File: src/shared/ptw_pkg.sv
// package for the pot terminal and wiper control block
// assumes one pclk domain and an apb slave with 32-bit data
package ptw_pkg;
	// register byte addresses
	localparam logic [7:0] ADDR_TERM_CTRL = 8'h00;
	localparam logic [7:0] ADDR_WIPER0 = 8'h04;
	localparam logic [7:0] ADDR_WIPER1 = 8'h08;
	localparam logic [7:0] ADDR_LOCK_CTRL = 8'h0C;
	localparam logic [7:0] ADDR_STEP_CMD = 8'h10;
	localparam logic [7:0] ADDR_STATUS = 8'h14;
	localparam logic [7:0] ADDR_NV_WIPER0 = 8'h18;
	localparam logic [7:0] ADDR_NV_WIPER1 = 8'h1C;
	// terminal control field positions
	localparam int TC_RESERVED_TOP_BIT = 8;
	localparam int TC_NET1_FORCE_OFF = 7;
	localparam int TC_NET1_TERM_A = 6;
	localparam int TC_NET1_WIPER = 5;
	localparam int TC_NET1_TERM_B = 4;
	localparam int TC_NET0_FORCE_OFF = 3;
	localparam int TC_NET0_TERM_A = 2;
	localparam int TC_NET0_WIPER = 1;
	localparam int TC_NET0_TERM_B = 0;
	localparam int TC_NET_STRIDE = 4;
	// reset values, scale codes and widths
	localparam logic [8:0] TERM_CTRL_RESET = 9'h1FF;
	localparam logic [9:0] WIPER_RESET = 10'h080;
	localparam logic [9:0] FULL_SCALE_8BIT = 10'h100;
	localparam logic [9:0] FULL_SCALE_7BIT = 10'h080;
	localparam logic [9:0] ZERO_SCALE = 10'h000;
	localparam int WIPER_W = 10;
	localparam int TAP_W = 9;
	localparam int NUM_TAPS = 257;
	// step command bit positions
	localparam int STEP_UP0 = 0;
	localparam int STEP_DN0 = 1;
	localparam int STEP_UP1 = 2;
	localparam int STEP_DN1 = 3;
	// lock control bit positions (high-voltage command path)
	localparam int LOCK_SET0 = 0;
	localparam int LOCK_CLR0 = 1;
	localparam int LOCK_SET1 = 2;
	localparam int LOCK_CLR1 = 3;
	localparam int LOCK_HV_KEY = 31;
	// status bit positions
	localparam int ST_LOCK0 = 0;
	localparam int ST_LOCK1 = 1;
	localparam int ST_POWER_DOWN = 2;
	localparam int ST_REJECT = 3;
	// tap index per network: 0 = terminal b, full scale = terminal a
	function automatic logic [TAP_W-1:0] ptw_tap(input logic [WIPER_W-1:0] code,
		input logic [WIPER_W-1:0] full);
		if (code >= full) begin
			ptw_tap = full[TAP_W-1:0];
		end else begin
			ptw_tap = code[TAP_W-1:0];
		end
	endfunction
endpackage

File: src/rtl/ptw_core.sv
// pot terminal connect and wiper tap control with an apb register slave
// assumes apb master on pclk, power_down_pin is asynchronous (active low)
// Overview of operation
// - terminal register nine bits, top bit reads one and ignores writes
// - net1 force bit zero puts net1 in the shutdown configuration
// - net0 force bit zero puts net0 in the shutdown configuration
// - net1 a, wiper, b connect bits connect when one
// - net0 a, wiper, b connect bits connect when one
// - active shutdown pin overrides connect bits; release restores register control
// - shutdown pin never changes the stored terminal register
// - terminal register writes leave wiper values unchanged
// - wiper value selects exactly one tap switch
// - 8-bit has 257 positions, 7-bit has 129 positions
// - wiper code zero ties wiper to terminal b
// - full scale code ties wiper to terminal a
// - codes above full scale act as full scale
// - reserved codes act full scale; steps ignored on them
// - per-network lock blocks wiper and terminal bit writes
// - locked network rejects commands changing its wiper or terminal bits
// - lock bits change only through high-voltage commands
// - one or two networks, single-network parts have only network zero
// - reset loads terminal register with all nine bits set
// - terminal write takes effect when its command completes
// - shutdown configuration opens terminal a, ties wiper to b
// - after reset each lock loads from its non-volatile bit
`timescale 1ns/100ps
`default_nettype none
module ptw_core
	import ptw_pkg::*;
#(
	parameter bit TWO_NETS = 1'b1,
	parameter bit EIGHT_BIT = 1'b1
) (
	input wire logic pclk,
	input wire logic presetn,
	input wire logic psel,
	input wire logic penable,
	input wire logic pwrite,
	input wire logic [7:0] paddr,
	input wire logic [31:0] pwdata,
	input wire logic [3:0] pstrb,
	output logic [31:0] prdata,
	output logic pready,
	output logic pslverr,
	input wire logic power_down_pin_n,
	input wire logic hv_cmd_n,
	input wire logic nv_lock0,
	input wire logic nv_lock1,
	output logic net0_term_a_pin,
	output logic net0_wiper_pin,
	output logic net0_term_b_pin,
	output logic net1_term_a_pin,
	output logic net1_wiper_pin,
	output logic net1_term_b_pin,
	output logic [NUM_TAPS-1:0] net0_tap_sel,
	output logic [NUM_TAPS-1:0] net1_tap_sel
);
	localparam logic [WIPER_W-1:0] FULL = EIGHT_BIT ? FULL_SCALE_8BIT : FULL_SCALE_7BIT;

	logic [7:0] terminal_connect_control;
	logic [WIPER_W-1:0] wiper [2];
	logic [WIPER_W-1:0] nv_wiper [2];
	logic [1:0] net_write_lock;
	logic lock_loaded;
	logic [1:0] pd_sync;
	logic [1:0] hv_sync;
	logic reject_flag;
	logic [2:0] term_drive [2];

	wire access = psel && penable;
	wire wr = access && pwrite && pstrb[0];
	// completion edge of the apb access: everything commits here only
	wire wr_term = wr && paddr == ADDR_TERM_CTRL;
	wire shutdown = !pd_sync[1];
	wire hv_active = !hv_sync[1];

	// shutdown pin and hv strobe come from pins: two flops first
	always_ff @(posedge pclk or negedge presetn) begin
		if (!presetn) begin
			pd_sync <= 2'b11;
			hv_sync <= 2'b11;
		end else begin
			pd_sync <= {pd_sync[0], power_down_pin_n};
			hv_sync <= {hv_sync[0], hv_cmd_n};
		end
	end

	// terminal register; per-network nibble guarded by that net's lock
	// the pin never writes here, so release restores register control
	always_ff @(posedge pclk or negedge presetn) begin
		if (!presetn) begin
			terminal_connect_control <= TERM_CTRL_RESET[7:0];
		end else if (wr_term) begin
			if (!net_write_lock[0]) begin
				terminal_connect_control[3:0] <= pwdata[3:0];
			end
			if (!net_write_lock[1] && TWO_NETS) begin
				terminal_connect_control[7:4] <= pwdata[7:4];
			end
		end
	end

	// lock status: loaded from the non-volatile bits after reset release
	always_ff @(posedge pclk or negedge presetn) begin
		if (!presetn) begin
			net_write_lock <= 2'b00;
			lock_loaded <= 1'b0;
		end else if (!lock_loaded) begin
			net_write_lock <= {nv_lock1 & TWO_NETS, nv_lock0};
			lock_loaded <= 1'b1;
		end else if (wr && paddr == ADDR_LOCK_CTRL && hv_active && pwdata[LOCK_HV_KEY]) begin
			// ordinary writes without the hv strobe leave locks alone
			if (pwdata[LOCK_SET0]) begin
				net_write_lock[0] <= 1'b1;
			end else if (pwdata[LOCK_CLR0]) begin
				net_write_lock[0] <= 1'b0;
			end
			if (pwdata[LOCK_SET1] && TWO_NETS) begin
				net_write_lock[1] <= 1'b1;
			end else if (pwdata[LOCK_CLR1]) begin
				net_write_lock[1] <= 1'b0;
			end
		end
	end

	// wipers per network: write, step and non-volatile copy
	// terminal writes never reach these registers
	genvar n;
	generate
		for (n = 0; n < 2; n++) begin : g_net
			localparam logic [7:0] WADDR = n ? ADDR_WIPER1 : ADDR_WIPER0;
			localparam logic [7:0] NADDR = n ? ADDR_NV_WIPER1 : ADDR_NV_WIPER0;
			localparam int UP = n ? STEP_UP1 : STEP_UP0;
			localparam int DN = n ? STEP_DN1 : STEP_DN0;
			wire unlocked = !net_write_lock[n] && (n == 0 || TWO_NETS);
			wire step = wr && paddr == ADDR_STEP_CMD && unlocked;
			always_ff @(posedge pclk or negedge presetn) begin
				if (!presetn) begin
					wiper[n] <= WIPER_RESET;
				end else if (wr && paddr == WADDR && unlocked) begin
					wiper[n] <= pwdata[WIPER_W-1:0];
				end else if (step && pwdata[UP] && wiper[n] < FULL) begin
					wiper[n] <= wiper[n] + 10'h001;
				end else if (step && pwdata[DN] && !pwdata[UP] && wiper[n] != ZERO_SCALE
					&& wiper[n] <= FULL) begin
					wiper[n] <= wiper[n] - 10'h001;
				end
			end
			always_ff @(posedge pclk or negedge presetn) begin
				if (!presetn) begin
					nv_wiper[n] <= WIPER_RESET;
				end else if (wr && paddr == NADDR && unlocked) begin
					nv_wiper[n] <= pwdata[WIPER_W-1:0];
				end
			end
			// shutdown: a open, wiper tied to b; pin and force bit or together
			wire forced = shutdown || !terminal_connect_control[n*TC_NET_STRIDE + 3];
			wire [2:0] bits = terminal_connect_control[n*TC_NET_STRIDE +: 3];
			always_comb begin
				if (forced) begin
					term_drive[n] = 3'b011;
				end else begin
					term_drive[n] = bits;
				end
			end
		end
	endgenerate

	// next values of the switch controls, one set per network
	// decoded before the output flops so every output comes from a flop
	logic [NUM_TAPS-1:0] next_tap [2];
	logic [2:0] next_pins [2];
	logic [1:0] net_forced;
	logic [1:0] net_present;

	// per-network tap decode; a forced network parks the wiper on terminal b
	// which is the same ladder node that code zero selects
	genvar m;
	genvar t;
	generate
		for (m = 0; m < 2; m++) begin : g_out
			// the saturating map: reserved codes land on full scale
			wire [TAP_W-1:0] tap_index = ptw_tap(wiper[m], FULL);

			// an absent second network opens every switch from the first clock after reset
			assign net_present[m] = (m == 0) || TWO_NETS;

			// pin and force bit are or-ed: either one alone shuts the net down
			assign net_forced[m] = shutdown
				|| !terminal_connect_control[m*TC_NET_STRIDE + 3];

			// one comparator per ladder node, so exactly one switch can close
			for (t = 0; t < NUM_TAPS; t++) begin : g_tap
				assign next_tap[m][t] = !net_present[m] ? 1'b0
					: net_forced[m] ? (t == 0)
					: (tap_index == TAP_W'(t));
			end

			// terminal switches follow the register unless the net is forced
			assign next_pins[m] = net_present[m] ? term_drive[m] : 3'b000;
		end
	endgenerate

	// analog switch controls, registered so outputs come from flops
	// reset closes every terminal switch, matching the register's reset value
	always_ff @(posedge pclk or negedge presetn) begin
		if (!presetn) begin
			{net0_term_a_pin, net0_wiper_pin, net0_term_b_pin} <= 3'b111;
			{net1_term_a_pin, net1_wiper_pin, net1_term_b_pin} <= 3'b111;
		end else begin
			{net0_term_a_pin, net0_wiper_pin, net0_term_b_pin} <= next_pins[0];
			{net1_term_a_pin, net1_wiper_pin, net1_term_b_pin} <= next_pins[1];
		end
	end

	// tap switches: all open in reset, so no node is shorted while held
	always_ff @(posedge pclk or negedge presetn) begin
		if (!presetn) begin
			net0_tap_sel <= '0;
			net1_tap_sel <= '0;
		end else begin
			net0_tap_sel <= next_tap[0];
			net1_tap_sel <= next_tap[1];
		end
	end

	// refusals per network; a terminal write refuses only the locked nibble
	// but still flags it, so the host can tell that the write was partial
	logic [1:0] net_refused;
	genvar r;
	generate
		for (r = 0; r < 2; r++) begin : g_refuse
			localparam logic [7:0] RW_ADDR = r ? ADDR_WIPER1 : ADDR_WIPER0;
			localparam logic [7:0] RN_ADDR = r ? ADDR_NV_WIPER1 : ADDR_NV_WIPER0;

			// a terminal write, or a wiper or non-volatile wiper write to this network
			wire touches = wr_term || (wr && (paddr == RW_ADDR || paddr == RN_ADDR));

			assign net_refused[r] = touches && net_write_lock[r];
		end
	endgenerate

	// steps on a locked net are dropped silently; only writes raise the flag
	wire rej = |net_refused;

	// status read clears the flag in its access cycle
	wire status_read = access && !pwrite && paddr == ADDR_STATUS;

	// sticky flag for writes blocked by a lock; read of status clears it
	// a new rejection in the clearing cycle wins, so no refusal is lost
	always_ff @(posedge pclk or negedge presetn) begin
		if (!presetn) begin
			reject_flag <= 1'b0;
		end else if (rej) begin
			reject_flag <= 1'b1;
		end else if (status_read) begin
			reject_flag <= 1'b0;
		end
	end

	// apb read path: address taken in the setup cycle
	// so data and error stand in the access cycle with pready
	logic [31:0] next_prdata;
	logic next_pslverr;
	wire setup = psel && !penable;

	// read mux; unmapped addresses answer with an error, never a stall
	always_comb begin
		next_prdata = 32'h0000_0000;
		next_pslverr = 1'b0;
		if (setup) begin
			unique case (paddr)
				ADDR_TERM_CTRL: next_prdata = {23'h0, 1'b1, terminal_connect_control};
				ADDR_WIPER0: next_prdata = {22'h0, wiper[0]};
				ADDR_WIPER1: next_prdata = {22'h0, wiper[1]};
				ADDR_NV_WIPER0: next_prdata = {22'h0, nv_wiper[0]};
				ADDR_NV_WIPER1: next_prdata = {22'h0, nv_wiper[1]};
				ADDR_LOCK_CTRL: next_prdata = {30'h0, net_write_lock};
				ADDR_STEP_CMD: next_prdata = 32'h0000_0000;
				ADDR_STATUS: next_prdata = {28'h0, reject_flag, shutdown, net_write_lock[1],
					net_write_lock[0]};
				default: next_pslverr = 1'b1;
			endcase
		end
	end

	// apb answer: zero wait states, one-cycle pready in the access phase
	// a registered answer costs nothing here since every access is one beat
	always_ff @(posedge pclk or negedge presetn) begin
		if (!presetn) begin
			pready <= 1'b0;
		end else begin
			pready <= setup;
		end
	end

	// read data and error are dropped back to zero outside the access cycle
	always_ff @(posedge pclk or negedge presetn) begin
		if (!presetn) begin
			prdata <= '0;
			pslverr <= 1'b0;
		end else begin
			prdata <= next_prdata;
			pslverr <= next_pslverr;
		end
	end

	// limitation: pstrb bit 0 alone qualifies a write; upper lanes are ignored
	// even though wiper bits 9:8 and the lock key at bit 31 lie above the low byte lane
	// limitation: lock state is only visible through reads, never as a pin
endmodule // ptw_core
`default_nettype wire

File: config.mk
export PLATFORM = sky130hd
export DESIGN_NAME = ptw_core
export DESIGN_NICKNAME = d
export VERILOG_FILES = /design/src/shared/ptw_pkg.sv /design/src/rtl/ptw_core.sv
export SDC_FILE = /design/constraint.sdc
export NUM_CORES = 1
export LEC_CHECK = 0
export BUFFER_PORTS_ARGS = -buffer_cell sky130_fd_sc_hd__buf_4
export CORE_AREA = 2 2 238 240
export DETAILED_ROUTE_END_ITERATION = 10
export DIE_AREA = 0 0 240 242
export PLACE_DENSITY = 0.67
export SLEW_MARGIN = 40
export SYNTH_ARGS = -nofsm -noshare
export SYNTH_HDL_FRONTEND = slang
export SYNTH_SLANG_ARGS = --single-unit
File: constraint.sdc
create_clock -name pclk -period 6.55 [get_ports pclk]
set_input_delay 0.655 -clock pclk [delete_from_list [all_inputs] [get_ports pclk]]
set_output_delay 0.655 -clock pclk [all_outputs]
set_load 0.02 [all_outputs]
Yosys cells after proc, flatten, opt, wreduce, memory -nomap -nowiden. Index checks and enable logic that the tools add are counted.

Bits in registers: 610. Bits of input ports: 53. Output and inout port bits: 554. Word-level logic and storage cells: 1160.

Add/subtract/negate cells: 4. Magnitude comparators: 6. Eq/ne operators: 522. Multiplexer cells: 536. Bitwise gates (word level): 2. Reductions and logical operators: 67.

Operators with widths (count): 9-bit by 8-bit equality test with 1-bit output (second input constant) (256); 9-bit by 7-bit equality test with 1-bit output (second input constant) (128); 9-bit by 6-bit equality test with 1-bit output (second input constant) (64); 1-bit two-way mux (522); 9-bit by 5-bit equality test with 1-bit output (second input constant) (32); 9-bit by 4-bit equality test with 1-bit output (second input constant) (16); 9-bit by 3-bit equality test with 1-bit output (second input constant) (8); 10-bit case mux with 7 select lines (1); 10-bit two-way mux (6); 1-bit logical AND (37); 9-bit by 2-bit equality test with 1-bit output (second input constant) (4); 8-bit by 5-bit equality test with 1-bit output (second input constant) (4); 32-bit two-way mux (1); 10-bit by 1-bit adder with 10-bit output (second input constant) (2); 10-bit by 9-bit >= comparator with 1-bit output (second input constant) (2); 10-bit by 9-bit less-or-equal comparator with 1-bit output (second input constant) (2); 10-bit by 9-bit < comparator with 1-bit output (second input constant) (2); 10-bit nonzero test (2); 10-bit by 1-bit subtractor with 10-bit output (second input constant) (2); 9-bit by 1-bit equality test with 1-bit output (second input constant) (2); 9-bit equality test (second input constant) (2); 9-bit logical NOT (2); 9-bit two-way mux (2); 8-bit by 4-bit equality test with 1-bit output (second input constant) (2); other kinds (14) (36).

Logic depth before layout (Yosys ltp). Gate-level depths: netlist of the first run.

Depth in word-level cells: 12. Gate-level depth with buffers: 12. Mapped depth without buffers: 11.

Worst setup path before layout of the first run. Ideal clock, no wire load.

Path kind: input to register. Start point: in paddr[4]. End point: reg wiper[17] in the netlist's numbering. Library setup time: 0.083 ns. Data arrival time: 3.287 ns. Required time: 6.467 ns. Path slack: 3.179 ns. Stages on the path: 11. Buffers on the path: 1. Path through: buf_4 or4b_4 nor4_4 nand4_1 ha_1 a211oi_1 o21ai_0 a21oi_1 xor2_1 nor2_2 a221o_1.

Word-level cells in the longest chain between the ends: 8. Elaborated cells on any way between the ends: 15. Classes of those cells: eq/ne: 2; mux: 2; reduce/logical: 11.

RTL lines: start: declaration (line ptw_core.sv:39) `input wire logic [7:0] paddr,`; 8-bit by 5-bit equality test with 1-bit output (line ptw_core.sv:136) `wire step = wr && paddr == ADDR_STEP_CMD && unlocked;`; 1-bit logical AND (2 in a row) (line ptw_core.sv:136); 1-bit logical AND (3 in a row) (line ptw_core.sv:144) `end else if (step && pwdata[DN] && !pwdata[UP] && wiper[n] != ZERO_SCALE`; 1-bit logical AND (line ptw_core.sv:145) `&& wiper[n] <= FULL) begin`; 3-bit nonzero test (no line); end signal: indexed assignment (line ptw_core.sv:141) `wiper[n] <= pwdata[WIPER_W-1:0];`; end signal: indexed assignment (line ptw_core.sv:143) `wiper[n] <= wiper[n] + 10'h001;`; end signal: indexed assignment (line ptw_core.sv:146) `wiper[n] <= wiper[n] - 10'h001;`; end: declaration (line ptw_core.sv:61) `logic [WIPER_W-1:0] wiper [2];`.

Several ways; a longest one is shown, not always the timed one. A chain may end at the register's enable or synchronous reset.

Worst setup path in the final report of the first run.
Start point: reg wiper[8] in the netlist's numbering. End point: reg wiper[8] in the netlist's numbering.

Word-level cells in the longest chain between the ends: 4. Elaborated cells on any way between the ends: 12. Classes of those cells: add/sub: 2; order compare: 2; mux: 3; reduce/logical: 5.

RTL lines (line): 10-bit by 1-bit subtractor with 10-bit output, or another cell as far along (ptw_core.sv:146); 10-bit two-way mux, or another cell as far along (ptw_core.sv:144); 10-bit two-way mux or 1-bit logical AND (tied branches) (ptw_core.sv:142, ptw_core.sv:145); 10-bit two-way mux or 3-bit nonzero test (tied branches).

Several ways; a longest one is shown, not always the timed one. The select of a mux whose other input is x is not followed.

==> results of run 1 <==
==> final cells by class <==
type / instances / area [um2] / share of cell area (%)
Multi-Input combinational cell: 953 / 4850 / 17.9
Tap cell: 756 / 946 / 3.49
Clock buffer: 86 / 1750 / 6.47
Timing Repair Buffer: 580 / 4460 / 16.5
Sequential cell: 588 / 14700 / 54.5
Inverter: 11 / 41.3 / 0.153
Clock inverter: 22 / 277 / 1.02
==> cells by family after synthesis <==
| group | Yosys count | synth area share (%) |
|---|---|---|
| AO/OA/AOI/OAI | 98 | 3.27 |
| XOR/XNOR | 16 | 0.699 |
| adder cells (fa/ha/maj) | 18 | 1.20 |
| buffers and inverters | 127 | 2.95 |
| flip-flops | 588 | 73.5 |
| multiplexers | 45 | 2.46 |
| other | 2 | 0.0375 |
| AND/OR/NAND/NOR | 753 | 15.9 |
==> worst max path at each step <==
stage               startpoint         to  cells after the start
floorplan             paddr[4]  wiper[17]                     11
finish                wiper[8]   wiper[8]                      9
global placement      paddr[5]  wiper[17]                     11
detailed placement    paddr[5]  wiper[18]                     11
global route         wiper[18]  wiper[17]                      9
CTS                  wiper[18]  wiper[18]                      9
==> state kept, by name, indices dropped and copies added, names as in the netlist, 2 cells and up <==
signal and flops:
prdata 10, net1_tap_sel 257, wiper 20, pd_sync 2, net0_tap_sel 257, hv_sync 2, nv_wiper 20, net_write_lock 2
terminal_connect_control 8
==> per-layer routing <==
layer  track usage, %  vias up
met5                0        -
met4             6.27        0
met3             7.89      123
met2             37.1      687
met1             28.5     7363
li1                 -     6314
==> cells in the final DEF (no fill, tap or decap), types with 9 or more instances in the layout <==
| cell type | Yosys | routed |
|---|---|---|
| o21ai_0 | 23 | 23 |
| xor2_1 | 9 | 9 |
| nand3_1 | 26 | 21 |
| nor2b_1 | 9 | 9 |
| mux2i_1 | 11 | 11 |
| nor2_1 | 553 | 550 |
| clkbuf_1 | 81 | 12 |
| dfrtp_1 | 566 | 566 |
| mux2_2 | 34 | 34 |
| buf_4 | 23 | 569 |
| nor3_1 | 11 | 11 |
| clkbuf_16 | 0 | 61 |
| conb_1 | 2 | 23 |
| nand2_1 | 77 | 69 |
| dfstp_2 | 22 | 22 |
| inv_1 | 11 | 11 |
| clkbuf_8 | 0 | 13 |
| a21oi_1 | 25 | 25 |
| and3_1 | 9 | 9 |
| nand4_1 | 17 | 17 |
| ha_1 | 16 | 16 |
==> where the power goes <==
part / internal [W] / switching [W]
sequential: 0.00364 / 0.00000746
combinational: 0.0000371 / 0.000125
clock: 0.00202 / 0.00145
total: 0.00570 / 0.00158
==> metrics by stage <==
step | setup WS [ns] | std cells | utilization (%) | instance area, um2
floorplan | 3.18 | 1668 | - | 20100
global placement | 2.58 | 2876 | 44.5 | 24800
detailed placement | 2.59 | 2884 | 44.8 | 25000
CTS | 3.15 | 2992 | 48.4 | 27000
global route | 2.87 | 2996 | 48.6 | 27100
finish | 3.16 | 2996 | 48.6 | 27100
==> what timing repair did <==
item,CTS,global route
hold buffers,0,1
resized for setup,0,0
endpoints found under the hold margin,0,35
==> out/qor.csv, run 1 <==
metric,value,unit
status,"complete, no violations",
wl_met1,26300,um
h-tree-depth,2,
rows,87,
cts_root_buffer,clkbuf_16,
post_drt_via_cell_ratio,4.84,
hpwl,47700,um
netlist.area_leader.share,70.6,%
layout-drive-gt1-share,34.3,%
finalWorstPathRequiredPeriod,3.39,ns
cts.clk_slew.worst_paths,0.06,ns
synth_cells,1647,
netlist_area,20000,um2
yosysWarnings,0,
max-slew-margin-rel,40.1,%
fin_setup_tns,0,ns
vias,14500,
synth_most_common_cell,dfrtp_1,
grt_pass1_vias,15100,
crit_type,reg -> reg,
skew,0.0297,ns
rsz0062_at_grt,false,
hold_violations,0,
die_h,242,um
grt-ovfl-total,0,
top_layer,met4,
cts_buffers,60,
max_stage_delay,0.60,ns
yosysUniqueCellTypes,68,
io_pins,607,
dr_wl_met2,32100,um
whs_endpoint,hv_sync[0],
whs_path_depth,1,
initial_core_util,36.0,%
synth_enable_flop_cells,0,
synth_area_leaders,"dfrtp_1 71%, nor2_1 10%, dfstp_2 2.9%",
synth_seq_cells,588,
slew_viol_final,0,
antenna_cells,0,
antenna_found_initial,0,
ir_drop,0.214,mV
grt_use_total,22.7,%
clock_latency,0.63,ns
r2r_end,wiper[8],
synthFlopType,dfrtp_1,
cts_tree,yes,
crit_buf_inv,0,
syn2layout_area_growth,35.0,%
drc,0,
port_buffers,560,
nFillCells,4977,
synth_top_cell_by_area,dfrtp_1,
cpMaxStageDelayCell,nor2_1,
ant_nets,0,
routed_wl,66900,um
max-clock-path-buffers,3,
cp.arrival,3.86,ns
die_x,240,um
setup.worst_path.end_class,flip-flop,
setup_viol,0,
wl_per_cell,22.3,um
cts.sinks,588,
path_max_fanout,10,
cts_setup_buffers,0,
ys_top_cells_by_count,"566 x dfrtp_1, 553 x nor2_1, 81 x clkbuf_1",
dr.pass1.iters,6,
drt_iter0_drc,830,
reg2reg_slack,3.16,ns
power_leakage,13.6,nW
fin_nets,2265,
yosysSeqAreaShare,73.5,%
hp-class,in -> reg,
rr_worst_depth,9,
grt_max_degree,134,
crit_chain,"nor2_1, nand4_1, ha_1, nor2b_1, o2111ai_1, nand2_1, o31ai_1, xor2_1, o21ai_0",
worstMarginPinSlew,0.897,ns
syn_area_per_cell,12.2,um2
fmax,295,MHz
met3WireLength,6860,um
grt_pass1_wl,98100,um
hp-start,hv_cmd_n,
whs,0.141,ns
synthArstFlopShare,100,%
cp_top_family,simple AND/OR/NAND/NOR gates,
gp_congestion,0.888,
worstReg2RegStart,wiper[8],
worstSetupStartpointType,flip-flop,
core,55700,um2
die_area,58100,um2
total_power,0.00728,W
pwr_density_cell,269,nW/um2
min_period_over_period,51.7,%
maxCapViolCount,0,
cp.required,7.03,ns
(Power assumes the default switching activity.)
==> inputs of run 2 (changes only) <==
- ABC_AREA: unset -> 1
- CORE_AREA: 2 2 238 240 -> 2 2 234 236
- DIE_AREA: 0 0 240 242 -> 0 0 236 238
- PLACE_DENSITY: 0.67 -> 0.71
- clock period: 6.55 -> 3.11 ns (I/O delays scaled with it)
==> out/qor.csv, run 2 <==
metric,value,unit
drt_iter0_drc,1051,
cp.arrival,3.23,ns
cts_root_buffer,clkbuf_16,
power_leakage,14.2,nW
cts_tree,yes,
cts_resized,0,
cts.sinks,588,
cp.required,3.61,ns
rows,85,
ant_nets,0,
syn2layout_area_growth,35.4,%
synth_enable_flop_cells,0,
grt_pass1_vias,15800,
max-clock-path-buffers,3,
status,"complete, no violations",
drc,0,
vias,15500,
die_h,238,um
yosysSeqAreaShare,72.1,%
max-slew-margin-rel,39.6,%
routed_wl,66700,um
layout-drive-gt1-share,31.5,%
largest_registers,"net0_tap_sel (257), net1_tap_sel (257)",
worstSetupStartpointType,flip-flop,
core,53500,um2
yosysWarnings,0,
pwr_density_cell,550,nW/um2
synthArstFlopShare,100,%
initial_core_util,38.2,%
grtUsageMet3,7.42,%
fin_setup_tns,0,ns
synth_area_leaders,"dfrtp_1 69%, nor2_1 11%, nand2_1 4.7%",
rsz0062_at_grt,false,
finalWorstPathRequiredPeriod,2.73,ns
port_buffers,560,
syn_area_per_cell,10.9,um2
fin_nets,2540,
slew_viol_final,0,
use_met1,28.5,%
path_max_fanout,20,
antenna_cells,0,
gp_congestion,0.939,
crit_type,reg -> reg,
ir_drop,0.516,mV
grt_max_degree,91,
mostFrequentLayoutCells,"588 x nor2_1, 580 x buf_4, 566 x dfrtp_1",
seq_area,14700,um2
die_x,236,um
layout.cells.non_filler,3211,
h-tree-depth,2,
dr.pass1.iters,6,
worstMarginPinSlew,0.904,ns
synthFlopType,dfrtp_1,
synth_most_common_cell,nor2_1,
nFillCells,4573,
synth_cells,1873,
setup_viol,0,
final_common_cell,nor2_1,
top_usage_layer,met2,
wl_per_cell,20.8,um
grt-ovfl-total,0,
dp.cells,3085,
ys_top_cells_by_count,"588 x nor2_1, 566 x dfrtp_1, 258 x nand2_1",
maxCapViolCount,0,
fmax,366,MHz
synth_top_cell_by_area,dfrtp_1,
antenna_found_initial,0,
hp-class,in -> reg,
grt_use_total,23.2,%
cts_buffers,59,
io_pins,607,
clock_latency,0.62,ns
die_area,56200,um2
multi_input_comb_area,4930,um2
hold_violations,0,
setup.worst_path.end_class,flip-flop,
synth_seq_cells,588,
min_period_over_period,87.9,%
hpwl,47600,um
post_drt_via_cell_ratio,4.84,
use_met2,38.4,%
netlist.area_leader.share,69.3,%
netlist_area,20400,um2
skew,0.0173,ns
grt_pass1_wl,98100,um
cts.clk_slew.worst_paths,0.06,ns
yosysUniqueCellTypes,38,
[run 2: cell types whose count changed in the layout (fill, tap and decap cells not counted), moves of 9 or more]
cell / change
nand2_1: +171
inv_1: +80
nor2_1: +38
mux2_2: -34
nand3_1: +22
o21ai_0: +22
nand2_2: +21
nor2_2: +21
dlygate4sd3_1: +17
buf_4: +11
mux2i_1: -11
and3_1: -9
nor2b_1: -9
[run 2: metrics by stage]
stage | cell area [um2] | utilization [%] | power [W] | hold WS [ns] | setup WS, ns
finish | 27700 | 51.8 | 0.0152 | 0.0680 | 0.378
global route | 27700 | 51.8 | 0.0157 | 0.0507 | 0.228
CTS | 27600 | 51.7 | 0.0153 | 0.0363 | 0.430
detailed placement | 25500 | 47.6 | 0.00821 | 0.351 | 0.375
global placement | 25400 | 47.5 | 0.00819 | 0.347 | 0.504
floorplan | 20500 | - | 0.00795 | 0.0154 | 0.710
[run 2: path summary, 6_finish.rpt]
kind                                    endpoint  slack, ns        from  cells after the start
worst min register to register        pd_sync[1]       0.35  pd_sync[0]                      0
max in group asynchronous       net1_tap_sel[46]       1.89     presetn                      4
worst max-delay path                    wiper[5]       0.38    wiper[8]                     13
worst min-delay path                   prdata[4]       0.07        psel                      4
worst max register to register          wiper[5]       0.38    wiper[8]                     13
min in group asynchronous       net0_tap_sel[31]       0.18     presetn                      2
[run 2: kinds of logic (layout without fill, tap and decap cells)]
kind of cell / Yosys count / count (layout) / share of synthesized area [%]
xor+xnor: 11 / 11 / 0.471
buf+inv: 197 / 818 / 4.48
flops: 588 / 588 / 72.1
simple gates: 981 / 981 / 19.7
compound gates: 76 / 76 / 2.01
fa+ha+maj: 18 / 18 / 1.17
other cells: 2 / 23 / 0.0367
[run 2: repair_timing]
item | CTS | global route
hold endpoints to repair | 103 | 0
setup buffers | 0 | 0
hold buffers | 18 | 0
[run 2: worst max-delay path: stages (launching register included)]
cell and delay [ns]:
dfrtp_1 0.40, inv_1 0.21, nand2_4 0.16, nor2_1 0.17, nand3_1 0.15, buf_12 0.21, ha_1 0.34, nand2_1 0.12
nor2_1 0.05, nor2_1 0.29, o21ai_0 0.17, xor2_1 0.17, nand2_1 0.09, nand3_1 0.08
[run 2: cell type report]
type                    instances  area share (%)
clock buffers                  87            6.25
repair buffers                610            17.3
multi-input cells            1109            17.8
inverters                     101            1.38
well taps                     696            3.15
flip-flops and latches        588            53.2
clock inverters                20           0.899
[run 2: metal layers]
layer | share of wire [%] | vias to the layer above
met3 | 9.2 | 126
met5 | 0 | -
met2 | 49 | 759
met4 | 3.3 | 0
li1 | - | 6898
met1 | 39 | 7753
[run 2: where the power goes]
part / internal [W] / switching (W)
Clock: 0.00412 / 0.00303
Sequential: 0.00767 / 0.0000141
Combinational: 0.000109 / 0.000295
Total: 0.0119 / 0.00334
